### config.mk
export PLATFORM = sky130hd
export DESIGN_NAME = prioritized_interrupt_vector_controller
export DESIGN_NICKNAME = d
export VERILOG_FILES = /design/src/logic/pivc_pkg.sv /design/src/logic/decade_tick.sv /design/src/logic/pivc.sv
export SDC_FILE = /design/constraint.sdc
export NUM_CORES = 1
export LEC_CHECK = 0
export ABC_AREA = 1
export BUFFER_PORTS_ARGS = -buffer_cell sky130_fd_sc_hd__buf_4
export CAP_MARGIN = 20
export CORE_ASPECT_RATIO = 0.8
export CORE_MARGIN = 3
export CORE_UTILIZATION = 60
export DETAILED_ROUTE_END_ITERATION = 8
export PLACE_DENSITY = 0.84
export REMOVE_ABC_BUFFERS = 1
export SYNTH_ARGS = -nofsm -noshare
export SYNTH_HDL_FRONTEND = slang
export SYNTH_SLANG_ARGS = --single-unit
### constraint.sdc
create_clock -name sys_clk -period 8.2 [get_ports sys_clk]
set_clock_uncertainty 0.05 [all_clocks]
set_input_delay 1.64 -clock sys_clk [delete_from_list [all_inputs] [get_ports sys_clk]]
set_output_delay 1.64 -clock sys_clk [all_outputs]
set_load 0.01 [all_outputs]
### src/logic/pivc_pkg.sv
// Shared constants for the prioritized interrupt vector controller
// ==========================================
package pivc_pkg;
	localparam int num_levels = 8;
	localparam logic [3:0] block_select_reset = 4'hE;
	localparam logic [3:0] vector_upper_reset = 4'hF;
	localparam logic [1:0] trig_low = 2'h0;
	localparam logic [1:0] trig_high = 2'h1;
	localparam logic [1:0] trig_rise = 2'h2;
	localparam logic [1:0] trig_fall = 2'h3;
	localparam logic [1:0] mode_vectored = 2'h0;
	localparam logic [1:0] mode_fixed = 2'h1;
	localparam logic [1:0] mode_legacy = 2'h2;
	localparam logic [1:0] mode_lines = 2'h3;
	localparam logic [7:0] restart_base = 8'hC7;
	localparam int timebase_ns = 1000;
	localparam int clk_period_ns = 10;
	localparam int timebase_cycles = timebase_ns / clk_period_ns;
	localparam int num_rates = 5;
	localparam int decade = 10;
endpackage : pivc_pkg

### src/logic/decade_tick.sv
// Decade divider chain producing the periodic tick
module decade_tick #(
	parameter int timebase_cycles = pivc_pkg::timebase_cycles
) (
	input wire logic sys_clk,
	input wire logic rst,
	input wire logic [2:0] periodic_tick_select,
	output logic tick_out,
	output logic tick_oe
);
	// ==========================================
	// Base 1 us enable
	logic [15:0] pre;
	logic [15:0] next_pre;
	logic base_en;
	always_comb begin
		base_en = (pre == 16'(timebase_cycles - 1));
		next_pre = base_en ? 16'h0000 : pre + 16'h0001;
	end
	always_ff @(posedge sys_clk or posedge rst) begin
		if (rst) begin
			pre <= 16'h0000;
		end else begin
			pre <= next_pre;
		end
	end
	// ==========================================
	// Decade stages; rate 0 is the base period itself
	logic [3:0] cnt [pivc_pkg::num_rates - 1];
	logic [3:0] next_cnt [pivc_pkg::num_rates - 1];
	logic en [pivc_pkg::num_rates];
	logic [pivc_pkg::num_rates - 1:0] sq;
	assign en[0] = base_en;
	assign sq[0] = (pre < 16'(timebase_cycles / 2));
	genvar g;
	generate
		for (g = 0; g < pivc_pkg::num_rates - 1; g++) begin : stage
			assign en[g + 1] = en[g] && (cnt[g] == 4'(pivc_pkg::decade - 1));
			assign sq[g + 1] = (cnt[g] < 4'(pivc_pkg::decade / 2));
			always_comb begin
				next_cnt[g] = cnt[g];
				if (en[g]) begin
					next_cnt[g] = en[g + 1] ? 4'h0 : cnt[g] + 4'h1;
				end
			end
			always_ff @(posedge sys_clk or posedge rst) begin
				if (rst) begin
					cnt[g] <= 4'h0;
				end else begin
					cnt[g] <= next_cnt[g];
				end
			end
		end
	endgenerate
	// ==========================================
	// Open-collector output: drive low only
	logic next_oe;
	always_comb begin
		next_oe = 1'b0;
		if (periodic_tick_select < 3'(pivc_pkg::num_rates)) begin
			next_oe = !sq[periodic_tick_select];
		end
	end
	always_ff @(posedge sys_clk or posedge rst) begin
		if (rst) begin
			tick_oe <= 1'b0;
		end else begin
			tick_oe <= next_oe;
		end
	end
	assign tick_out = 1'b0;
endmodule : decade_tick

### src/logic/pivc.sv
// Prioritized interrupt vector controller top
module prioritized_interrupt_vector_controller #(
	parameter int num_levels = pivc_pkg::num_levels
) (
	input wire logic sys_clk,
	input wire logic rst,
	input wire logic [7:0] io_addr,
	input wire logic io_rd,
	input wire logic io_wr,
	input wire logic [3:0] block_select,
	input wire logic block_select_valid,
	output logic port_hit,
	output logic [3:0] port_index,
	input wire logic [7:0] irq_in,
	input wire logic [15:0] trigger_select,
	input wire logic [7:0] level_mask,
	input wire logic [1:0] int_mode,
	input wire logic [3:0] vector_upper,
	input wire logic vector_upper_valid,
	input wire logic int_ack,
	output logic int_req,
	output logic [7:0] ack_data,
	output logic ack_data_oe,
	output logic [7:0] level_lines,
	output logic [7:0] pending,
	input wire logic [2:0] periodic_tick_select,
	output logic tick_out,
	output logic tick_oe
);
	// ==========================================
	// Configuration latches
	logic [3:0] blk;
	logic [3:0] next_blk;
	logic [3:0] vup;
	logic [3:0] next_vup;
	always_comb begin
		next_blk = block_select_valid ? block_select : blk;
		next_vup = vector_upper_valid ? vector_upper : vup;
	end
	always_ff @(posedge sys_clk or posedge rst) begin
		if (rst) begin
			blk <= pivc_pkg::block_select_reset;
			vup <= pivc_pkg::vector_upper_reset;
		end else begin
			blk <= next_blk;
			vup <= next_vup;
		end
	end
	// ==========================================
	// Port decode
	logic next_hit;
	logic [3:0] next_idx;
	always_comb begin
		next_hit = (io_rd || io_wr) && (io_addr[7:4] == blk);
		next_idx = io_addr[3:0];
	end
	always_ff @(posedge sys_clk or posedge rst) begin
		if (rst) begin
			port_hit <= 1'b0;
			port_index <= 4'h0;
		end else begin
			port_hit <= next_hit;
			port_index <= next_idx;
		end
	end
	// ==========================================
	// Input synchronisers, three stages
	logic [7:0] s1;
	logic [7:0] s2;
	logic [7:0] s3;
	logic [7:0] lvl;
	logic [7:0] next_lvl;
	always_comb begin
		next_lvl = (s2 == s3) ? s3 : lvl;
	end
	always_ff @(posedge sys_clk or posedge rst) begin
		if (rst) begin
			s1 <= 8'h00;
			s2 <= 8'h00;
			s3 <= 8'h00;
			lvl <= 8'h00;
		end else begin
			s1 <= irq_in;
			s2 <= s1;
			s3 <= s2;
			lvl <= next_lvl;
		end
	end
	// ==========================================
	// Trigger, priority and acknowledge
	function automatic logic [2:0] top_level(input logic [7:0] req);
		logic [2:0] r;
		r = 3'h0;
		for (int i = num_levels - 1; i >= 0; i--) begin
			if (req[i]) begin
				r = 3'(i);
			end
		end
		return r;
	endfunction : top_level
	logic [7:0] lvl_d;
	logic [7:0] edge_pend;
	logic [7:0] next_edge_pend;
	logic [7:0] req;
	logic ack_d;
	logic ack_start;
	logic [2:0] grant;
	logic [7:0] next_ack_data;
	logic [7:0] next_lines;
	logic next_oe;
	always_comb begin
		ack_start = int_ack && !ack_d;
		next_edge_pend = edge_pend;
		req = 8'h00;
		for (int i = 0; i < num_levels; i++) begin
			case (trigger_select[2*i +: 2])
				pivc_pkg::trig_low: req[i] = !lvl[i];
				pivc_pkg::trig_high: req[i] = lvl[i];
				pivc_pkg::trig_rise: begin
					if (lvl[i] && !lvl_d[i]) begin
						next_edge_pend[i] = 1'b1;
					end
					req[i] = edge_pend[i];
				end
				pivc_pkg::trig_fall: begin
					if (!lvl[i] && lvl_d[i]) begin
						next_edge_pend[i] = 1'b1;
					end
					req[i] = edge_pend[i];
				end
				default: req[i] = 1'b0;
			endcase
		end
		req = req & level_mask;
		grant = top_level(req);
		if (ack_start && trigger_select[2*grant + 1] && req[grant]) begin
			// New edge in same cycle still wins
			if (!((trigger_select[2*grant +: 2] == pivc_pkg::trig_rise) && lvl[grant]
					&& !lvl_d[grant])
				&& !((trigger_select[2*grant +: 2] == pivc_pkg::trig_fall) && !lvl[grant]
					&& lvl_d[grant])) begin
				next_edge_pend[grant] = 1'b0;
			end
		end
		for (int i = 0; i < num_levels; i++) begin
			if (trigger_select[2*i + 1] == 1'b0) begin
				next_edge_pend[i] = 1'b0;
			end
		end
		next_ack_data = ack_data;
		next_oe = ack_data_oe && int_ack;
		if (ack_start && (req != 8'h00)) begin
			case (int_mode)
				pivc_pkg::mode_vectored: begin
					next_ack_data = {vup, grant, 1'b0};
					next_oe = 1'b1;
				end
				pivc_pkg::mode_legacy: begin
					next_ack_data = pivc_pkg::restart_base | {2'h0, grant, 3'h0};
					next_oe = 1'b1;
				end
				default: next_oe = 1'b0;
			endcase
		end
		next_lines = 8'h00;
		if ((int_mode == pivc_pkg::mode_lines) && (req != 8'h00)) begin
			next_lines = 8'h01 << grant;
		end
	end
	always_ff @(posedge sys_clk or posedge rst) begin
		if (rst) begin
			lvl_d <= 8'h00;
			edge_pend <= 8'h00;
			ack_d <= 1'b0;
			ack_data <= 8'h00;
			ack_data_oe <= 1'b0;
			level_lines <= 8'h00;
			pending <= 8'h00;
			int_req <= 1'b0;
		end else begin
			lvl_d <= lvl;
			edge_pend <= next_edge_pend;
			ack_d <= int_ack;
			ack_data <= next_ack_data;
			ack_data_oe <= next_oe;
			level_lines <= next_lines;
			pending <= req;
			int_req <= (req != 8'h00) && (int_mode != pivc_pkg::mode_lines);
		end
	end
	// ==========================================
	// Periodic tick
	decade_tick #(
		.timebase_cycles(pivc_pkg::timebase_cycles)
	) u_tick (
		.sys_clk(sys_clk),
		.rst(rst),
		.periodic_tick_select(periodic_tick_select),
		.tick_out(tick_out),
		.tick_oe(tick_oe)
	);
endmodule : prioritized_interrupt_vector_controller

Yosys cells after proc, flatten, opt, wreduce, memory -nomap -nowiden. Cells that the tools add are included.

Output and inout port bits: 33. Register bits after elaboration: 121. Logic and storage cells: 229. Input bits: 60.

Reductions and logical operators: 78. Add/sub/neg operators: 6. Mux-type cells: 72. Shift operators: 2. Order comparisons: 10. Bitwise operators: 3. Eq/ne operators: 36.

Operators by type and width (number): == test 2 bit, second input constant (20); logical AND 1 bit (34); two-way mux 1 bit (33); two-way mux 3 bit (8); two-way mux 8 bit (3); case mux 1 bit (3 select lines) (8); logical NOT 1 bit (22); logical NOT 2 bit (9); OR reduction 2 bit (9); adder 16 x 1 -> 16 bit, second input constant (1); adder 4 x 1 -> 4 bit, second input constant (4); bitwise AND 8 bit (2); == test 16 x 7 -> 1 bit, second input constant (1); == test 2 x 1 -> 1 bit, second input constant (8); == test 4 bit, second input constant (4); less-than comparator 16 x 6 -> 1 bit, second input constant (1); less-than comparator 4 x 3 -> 1 bit, second input constant (4); two-way mux 16 bit (1); two-way mux 4 bit (4); case mux 1 bit (2 select lines) (8); case mux 8 bit (2 select lines) (1); variable part select 16 x 5 -> 2 bit (1); binary-select mux 1 bit (select 3 bit) (4); == test 8 bit (1); other kinds (15) (16).

Depth between registers and ports, before layout. Gate-level depths: netlist of run 1.

Depth in word-level cells: 22. Depth in mapped cells: 23. Depth with buffers taken out: 22.

Cells and area by module. Synthesis of run 1 repeated with hierarchy kept, for this count alone.

Cell total of the unflattened synthesis: 695. Area total of the unflattened synthesis: 5930.7 sq um.

By module, submodules not included: prioritized_interrupt_vector_controller (seq. area each 2210.9 sq um, area each 3885.0 sq um, cells each 433, instances 1); decade_tick (seq. area each 825.8 sq um, area each 2045.7 sq um, cells each 262, instances 1).

Worst setup path after synthesis of run 1. No wires, ideal clock.

Path type: input -> register. Start point: input port trigger_select[0]. End point: register ack_data[3]. Path buffers: 0. Library setup time: 0.131 ns. Setup slack: 4.838 ns. Stages: 16. Required time: 8.019 ns. Arrival time: 3.181 ns. Path through: inv_1 > nand2_1 > nand2_1 > nand2_1 > nand2_4 > nand2_4 > inv_4 > nand2_2 > nor2_4 > nor2_1 > nor3b_4 > nand2_2 > nor2_2 > inv_2 > o22ai_1 > a31oi_1.

Word-level cells in the longest chain between the ends: 7. Elaborated cells between the ends (all ways): 12. Classes of those cells: eq/ne (3); mux (3); bitwise (1); reduce/logical (5).

Ends and longest elaborated chain: start: declaration (RTL line pivc.sv:15) `input wire logic [15:0] trigger_select,`; == test 2 bit (RTL line pivc.sv:116) `case (trigger_select[2*i +: 2])`; OR reduction 2 bit (no line); case mux 1 bit (3 select lines) * (RTL line pivc.sv:116); bitwise AND 8 bit * (RTL line pivc.sv:134) `req = req & level_mask;`; nonzero test 8 bit (RTL line pivc.sv:152) `if (ack_start && (req != 8'h00)) begin`; logical AND 1 bit (RTL line pivc.sv:152); AND reduction 2 bit (no line); end signal: assignment (RTL line pivc.sv:184) `ack_data <= next_ack_data;`; end: declaration (RTL line pivc.sv:22) `output logic [7:0] ack_data,`.

Every way passes the cells marked *; elsewhere a longest branch is shown, timed or not. A chain may end at the register's enable or synchronous reset.

Worst setup path after layout of run 1.
Start point: input port trigger_select[12]. End point: register edge_pend[0].

Word-level cells in the longest chain between the ends: 21. Elaborated cells between the ends (all ways): 47. Classes of those cells: add/sub (1); order compare (2); eq/ne (5); shift (1); mux (21); bitwise (3); reduce/logical (14).

Ends and longest elaborated chain: parallel branches: the longest is 19 deep, another holds adder 4 x 1 -> 5 bit; two-way mux 8 bit * (RTL line pivc.sv:136) `if (ack_start && trigger_select[2*grant + 1] && req[grant]) begin`; two-way mux 1 bit * (RTL line pivc.sv:146) `if (trigger_select[2*i + 1] == 1'b0) begin`; via next_edge_pend[0] (RTL line pivc.sv:103) `logic [7:0] next_edge_pend;`; end signal: assignment (RTL line pivc.sv:182) `edge_pend <= next_edge_pend;`; end: declaration (RTL line pivc.sv:102) `logic [7:0] edge_pend;`.

Mark *: on every way through the listed nets, which the timed path passes. The select of a mux whose other input is x is not followed.

==> flow_summary.json, run 1 <==
{
  "hold_class": "register to register",
  "yosys.area_share.adder_pct": 2.77,
  "area_growth_pct": 23.2,
  "fmax_mhz": 275,
  "post_cts_buffers": 0,
  "dr_wl_met3_um": 849,
  "drt-total-wl_um": 13500,
  "synth_xor_area_share_pct": 2.09,
  "maxCapViolations": 0,
  "crit_family": "simple AND/OR/NAND/NOR gates",
  "power_frac_comb_pct": 19.9,
  "reg2reg_from": "lvl[7]",
  "finalHoldViolCount": 0,
  "grt_pass1_vias": 4999,
  "start_util_pct": 63.2,
  "cp_common_cell": "nand2_1",
  "internal-power_uw": 1210,
  "rsz0062_at_grt": "no",
  "hold_start": "s1[2]",
  "power_per_cell_area_nw_per_um2": 240,
  "worstSkewPairLatency_ps": 410,
  "timing.rr.end": "edge_pend[0]",
  "worstSetupPathType": "primary input to register",
  "clock-sinks": 121,
  "die_x_um": 117,
  "ys_warn_count": 0,
  "fin_util_pct": 77.9,
  "drive_gt1_share_pct": 23.6,
  "ys_top_cells_by_area": "dfrtp_1 49%, nand2_1 8.3%, inv_1 7.2%",
  "p_clk_share_pct": 40.1,
  "holdPathEnd": "s2[2]",
  "antenna_found_initial": 0,
  "crit_required_ps": 8450,
  "worstSetupPathDepth": 23,
  "cp-start-kind": "primary input",
  "cts_resized": 0,
  "holdBufCountCts": 0,
  "route.detailed.drc": 0,
  "clkSlewWorstSetupHoldPaths_ps": 60,
  "worstRegToRegCells": 21,
  "drt_iter0_drc": 424,
  "yosysTopAreaCell": "dfrtp_1",
  "synth_top_area_share_pct": 48.7,
  "rows": 31,
  "fin_setup_tns_ps": 0,
  "clockRootBuffer": "clkbuf_16",
  "fin_crit_sh_pct": 44.3,
  "fillers": 594,
  "finalSetupViolations": 0,
  "ys_ff_latch": 121,
  "ys_types": 43,
  "crit_fanout": 24,
  "hpwl_um": 9570,
  "cts_max_level": 4,
  "met2RoutedLength_um": 6730,
  "async_reset_ff_share_pct": 100,
  "p_sw_share_pct": 30.3,
  "synth.most_common_cell": "nand2_1",
  "end_kind": "register",
  "core_um2": 9270,
  "routed.top_layer": "met4",
  "cp_num_buf_inv": 4,
  "power_leakage_uw": 0.00385,
  "grt_overflow": 0,
  "dp_cells": 884,
  "arrival_ps": 3880,
  "drtPass1Iterations": 5,
  "relSlewSlack_pct": 41.4,
  "min_period_ps": 3640,
  "synth_mux_area_share_pct": 0.576,
  "dieHeight_um": 94.4,
  "peakVddDrop_uv": 167,
  "yosys-top-cells-count": "129 x nand2_1, 114 x dfrtp_1, 112 x inv_1",
  "synth_top_family_by_area": "simple AND/OR/NAND/NOR gates",
  "cts_buffers": 17,
  "grt.total_usage_pct": 26.9,
  "nets": 861,
  "gp_congestion": 0.958,
  "switchingPower_uw": 524,
  "via_per_inst": 5.34,
  "diodes": 0,
  "status": "complete, no violations",
  "synth_edf_count": 0,
  "clk_path_buf_depth": 2,
  "grt_pass1_wl_um": 22800,
  "tightest_slew_ps": 878,
  "ant_nets": 0,
  "path_cells": "buf_4, inv_1, nand2_1, nand2_1, nand2_1, nand2_1, nand2_1, nand2_1, nand2_1, nand2_1, nand2_2, nand2_4, nand2_4, nand3_1, nand2_1, inv_1, nand2_1, nor2_4, nand2_4, nor2_1, nand3_1, nand2_1, inv_1",
  "dieArea_um2": 11000,
  "synth_cells": 683,
  "wl_per_cell_um": 14.8,
  "syn_area_um2": 5860,
  "sequentialPowerShare_pct": 40.0,
  "avgSynthCellArea_um2": 8.58,
  "grt_max_degree": 73,
  "vias": 4893,
  "reg2reg_slack_ps": 5490,
  "critPathMaxStageDelay_ps": 210,
  "yosysSeqAreaShare_pct": 51.8,
  "synthSimpleGateAreaFrac_pct": 25.4,
  "drv_slew": 0,
  "met1_length_um": 5570,
  "yosys_most_used_dff": "dfrtp_1",
  "ioPinCount": 93,
  "synth_compound_area_share_pct": 8.07,
  "hold_depth": 0,
  "io_buffers": 91,
  "cts_tree": "done",
  "worst_path_max_delay_cell": "nand2_4",
  "fin_cells": 916
}
## final cells by class
cell class,instances,area (um2),area share [%]
flip-flops and latches,121,3040,42.0
multi-input cells,422,2280,31.6
repair buffers,92,691,9.56
inverters,134,508,7.03
clock buffers,18,439,6.08
well taps,115,144,1.99
clock inverters,14,124,1.71
## cell usage in the layout, fill, tap and decap left out, drive strengths merged, types with 2 or more instances in the layout
master,netlist,routed
nor2,92,92
buf,5,92
o22ai,3,3
o21a,5,5
dfrtp,114,114
a2bb2oi,4,4
mux2,3,3
nand2,142,142
clkbuf,1,18
o31ai,8,8
nand3,44,44
a21oi,23,23
o21ai,24,24
nand4,22,22
xnor2,3,3
a31oi,2,2
dfstp,7,7
nor3,13,13
clkinv,2,9
o211ai,3,3
xor2,11,11
clkinvlp,0,4
inv,132,134
ha,13,13
nor4,2,2
## routing by layer
metal | track usage [%] | vias up
met3 | 7.43 | 38
met1 | 33.2 | 2297
met2 | 44.2 | 178
met4 | 11.9 | 0
met5 | 0 | -
li1 | - | 2380
## flip-flops by register name, summed over array words and instances, names as in the netlist, 4 cells and up
register	cells
u_tick.pre	16
ack_data	8
level_lines	8
lvl	8
s1	8
u_tick.cnt	16
pending	8
blk	4
s2	8
s3	8
port_index	4
vup	4
edge_pend	8
lvl_d	8
## cells by family after synthesis
logic type / count (synthesis)
simple gates: 317
other cells: 1
xor+xnor: 14
flops: 121
buf+inv: 140
mux: 3
fa+ha+maj: 13
compound gates: 74
## metrics by stage
step           hold slack [ps]  power [uW]  instance area, um2  setup slack, ps
2_1_floorplan              281         918                5820             3310
3_3_place_gp               284        1020                6660             4340
3_5_place_dp               285        1040                6660             4250
4_1_cts                    298        1740                7220             4640
5_1_grt                    301        1810                7220             4380
6_report                   294        1730                7220             4560
## worst max path at each step
stage / slack [ps] / end / start
finish: 4560 / edge_pend[0] / trigger_select[12]
global route: 4380 / edge_pend[5] / trigger_select[12]
CTS: 4640 / edge_pend[1] / trigger_select[12]
detailed placement: 4250 / ack_data[3] / trigger_select[0]
global placement: 4340 / ack_data[3] / trigger_select[0]
floorplan: 3310 / ack_d / rst
## power groups by stage
stage,Clock (uW),Sequential (uW),Combinational [uW]
5_1_grt,737,698,380
4_1_cts,703,692,342
3_3_place_gp,0,699,323
2_1_floorplan,0,702,215
3_5_place_dp,0,702,334
6_report,694,692,344
Note: power is estimated with default switching activity, not from simulation.
==> run 2: changes to the inputs <==
- CORE_UTILIZATION: 60 -> 51
- PLACE_DENSITY: 0.84 -> 0.76
- clock period: 8.2 -> 3.02 ns (I/O delays scaled with it)
==> flow_summary.json, run 2 (synthesized netlist as in run 1, its figures left out) <==
{
  "status": "complete, no violations",
  "cts_max_level": 4,
  "fin_setup_tns_ps": 0,
  "hpwl_um": 9710,
  "crit_required_ps": 3260,
  "route.detailed.drc": 0,
  "dieHeight_um": 102,
  "worst_path_max_delay_cell": "dfrtp_1",
  "grt_max_degree": 77,
  "die_x_um": 126,
  "fmax_mhz": 378,
  "crit_family": "simple AND/OR/NAND/NOR gates",
  "cts_tree": "done",
  "diodes": 0,
  "rows": 34,
  "ioPinCount": 93,
  "vias": 4846,
  "largest_registers": "u_tick.cnt x16, u_tick.pre x16",
  "dp_cells": 916,
  "via_per_inst": 5.11,
  "dieArea_um2": 12800,
  "worstSkewPairLatency_ps": 420,
  "rsz0062_at_grt": "no",
  "start_util_pct": 53.0,
  "grt_pass1_vias": 4857,
  "core_um2": 11100,
  "clock-sinks": 121,
  "min_period_ps": 2650,
  "drive_gt1_share_pct": 23.9,
  "cts_resized": 0,
  "clockRootBuffer": "clkbuf_16",
  "relSlewSlack_pct": 57.6,
  "cts_buffers": 17,
  "finalSetupViolations": 0,
  "area_growth_pct": 24.5,
  "path_cells": "inv_1, nand2_1, nand2_1, nand2_1, nand2_1, nand2_1, inv_2, nand2_2, nor2_4, nor2_1, nor3b_4, nand2_2, nor2_2, inv_2, o22ai_1, a31oi_1",
  "worstSetupPathType": "register to register",
  "finalHoldViolCount": 0,
  "holdBufCountCts": 0,
  "end_kind": "register",
  "fin_cells": 948,
  "antenna_found_initial": 0,
  "cp_num_buf_inv": 3,
  "layout_common_cells": "129 x nand2_1, 114 x dfrtp_1, 111 x inv_1",
  "final_common_cell": "nand2_1",
  "io_buffers": 91,
  "post_cts_buffers": 0,
  "tightest_slew_ps": 635,
  "cp_common_cell": "nand2_1",
  "ant_nets": 0,
  "wl_per_cell_um": 14.0,
  "power_leakage_uw": 0.00387,
  "drv_slew": 0,
  "crit_fanout": 6,
  "gp_congestion": 0.869,
  "finalPower_uw": 4740,
  "grt_overflow": 0,
  "power_per_cell_area_nw_per_um2": 649,
  "reg2reg_slack_ps": 370,
  "hold_class": "primary input to asynchronous set/reset pin",
  "drtPass1Iterations": 5,
  "peakVddDrop_uv": 393,
  "fin_util_pct": 66.0,
  "fin_crit_sh_pct": 87.6,
  "arrival_ps": 2890,
  "critPathMaxStageDelay_ps": 390,
  "drt_iter0_drc": 389,
  "grt.total_usage_pct": 21.8,
  "nets": 864,
  "cp-start-kind": "register",
  "drt-total-wl_um": 13300,
  "maxCapViolations": 0,
  "grt_pass1_wl_um": 22500,
  "clk_path_buf_depth": 2,
  "holdWs_ps": 36.5,
  "clkSlewWorstSetupHoldPaths_ps": 60
}
-- run 2: cell types whose count changed in the layout (fill, tap and decap cells not counted), sizes merged --
cell,before,now
inv,134,138
buf,92,95
clkinvlp,4,2
clkbuf,18,17
clkinv,9,8
-- run 2: worst register-to-register path: stages (launching register included) --
cell,delay [ps]
dfrtp_1,390
inv_1,140
nand2_1,100
nand2_1,90
nand2_1,60
nand2_1,130
nand2_1,90
inv_2,110
nand2_2,90
nor2_4,160
nor2_1,140
nor3b_4,340
nand2_2,170
nor2_2,250
inv_2,60
o22ai_1,110
a31oi_1,50
-- run 2: layer usage --
layer	track usage (%)	wire (um)
met1	28.8	5960
met5	0	0
met2	35.3	6250
met4	8.16	156
met3	5.80	918
-- run 2: path summary, 6_finish.rpt --
kind,end,start,cells past startpoint
hold reg to reg,s2[7],s1[7],0
min in group sys_clk,s1[2],irq_in[2],1
setup reg to reg,ack_data[3],lvl[2],16
max in group asynchronous,vup[1],rst,3
setup / recovery,ack_data[3],lvl[2],16
hold / removal,ack_data[7],rst,2
-- run 2: area by class of cell --
cell class	instances	area, um2
clock buffers	17	425
clock inverters	15	141
fillers	900	3760
inverters	134	508
multi-input cells	422	2280
flip-flops and latches	121	3040
well taps	144	180
repair buffers	95	726
-- run 2: per-stage QoR --
stage / instance area, um2 / setup slack (ps)
after floorplan: 5820 / -837
after global placement: 6730 / 293
after detailed placement: 6730 / 218
after CTS: 7300 / 414
after global routing: 7300 / 195
final: 7300 / 374
-- run 2: where the power goes --
group	internal [uW]	switching, uW
Sequential	1790	92.8
Clock	1150	783
Combinational	348	584
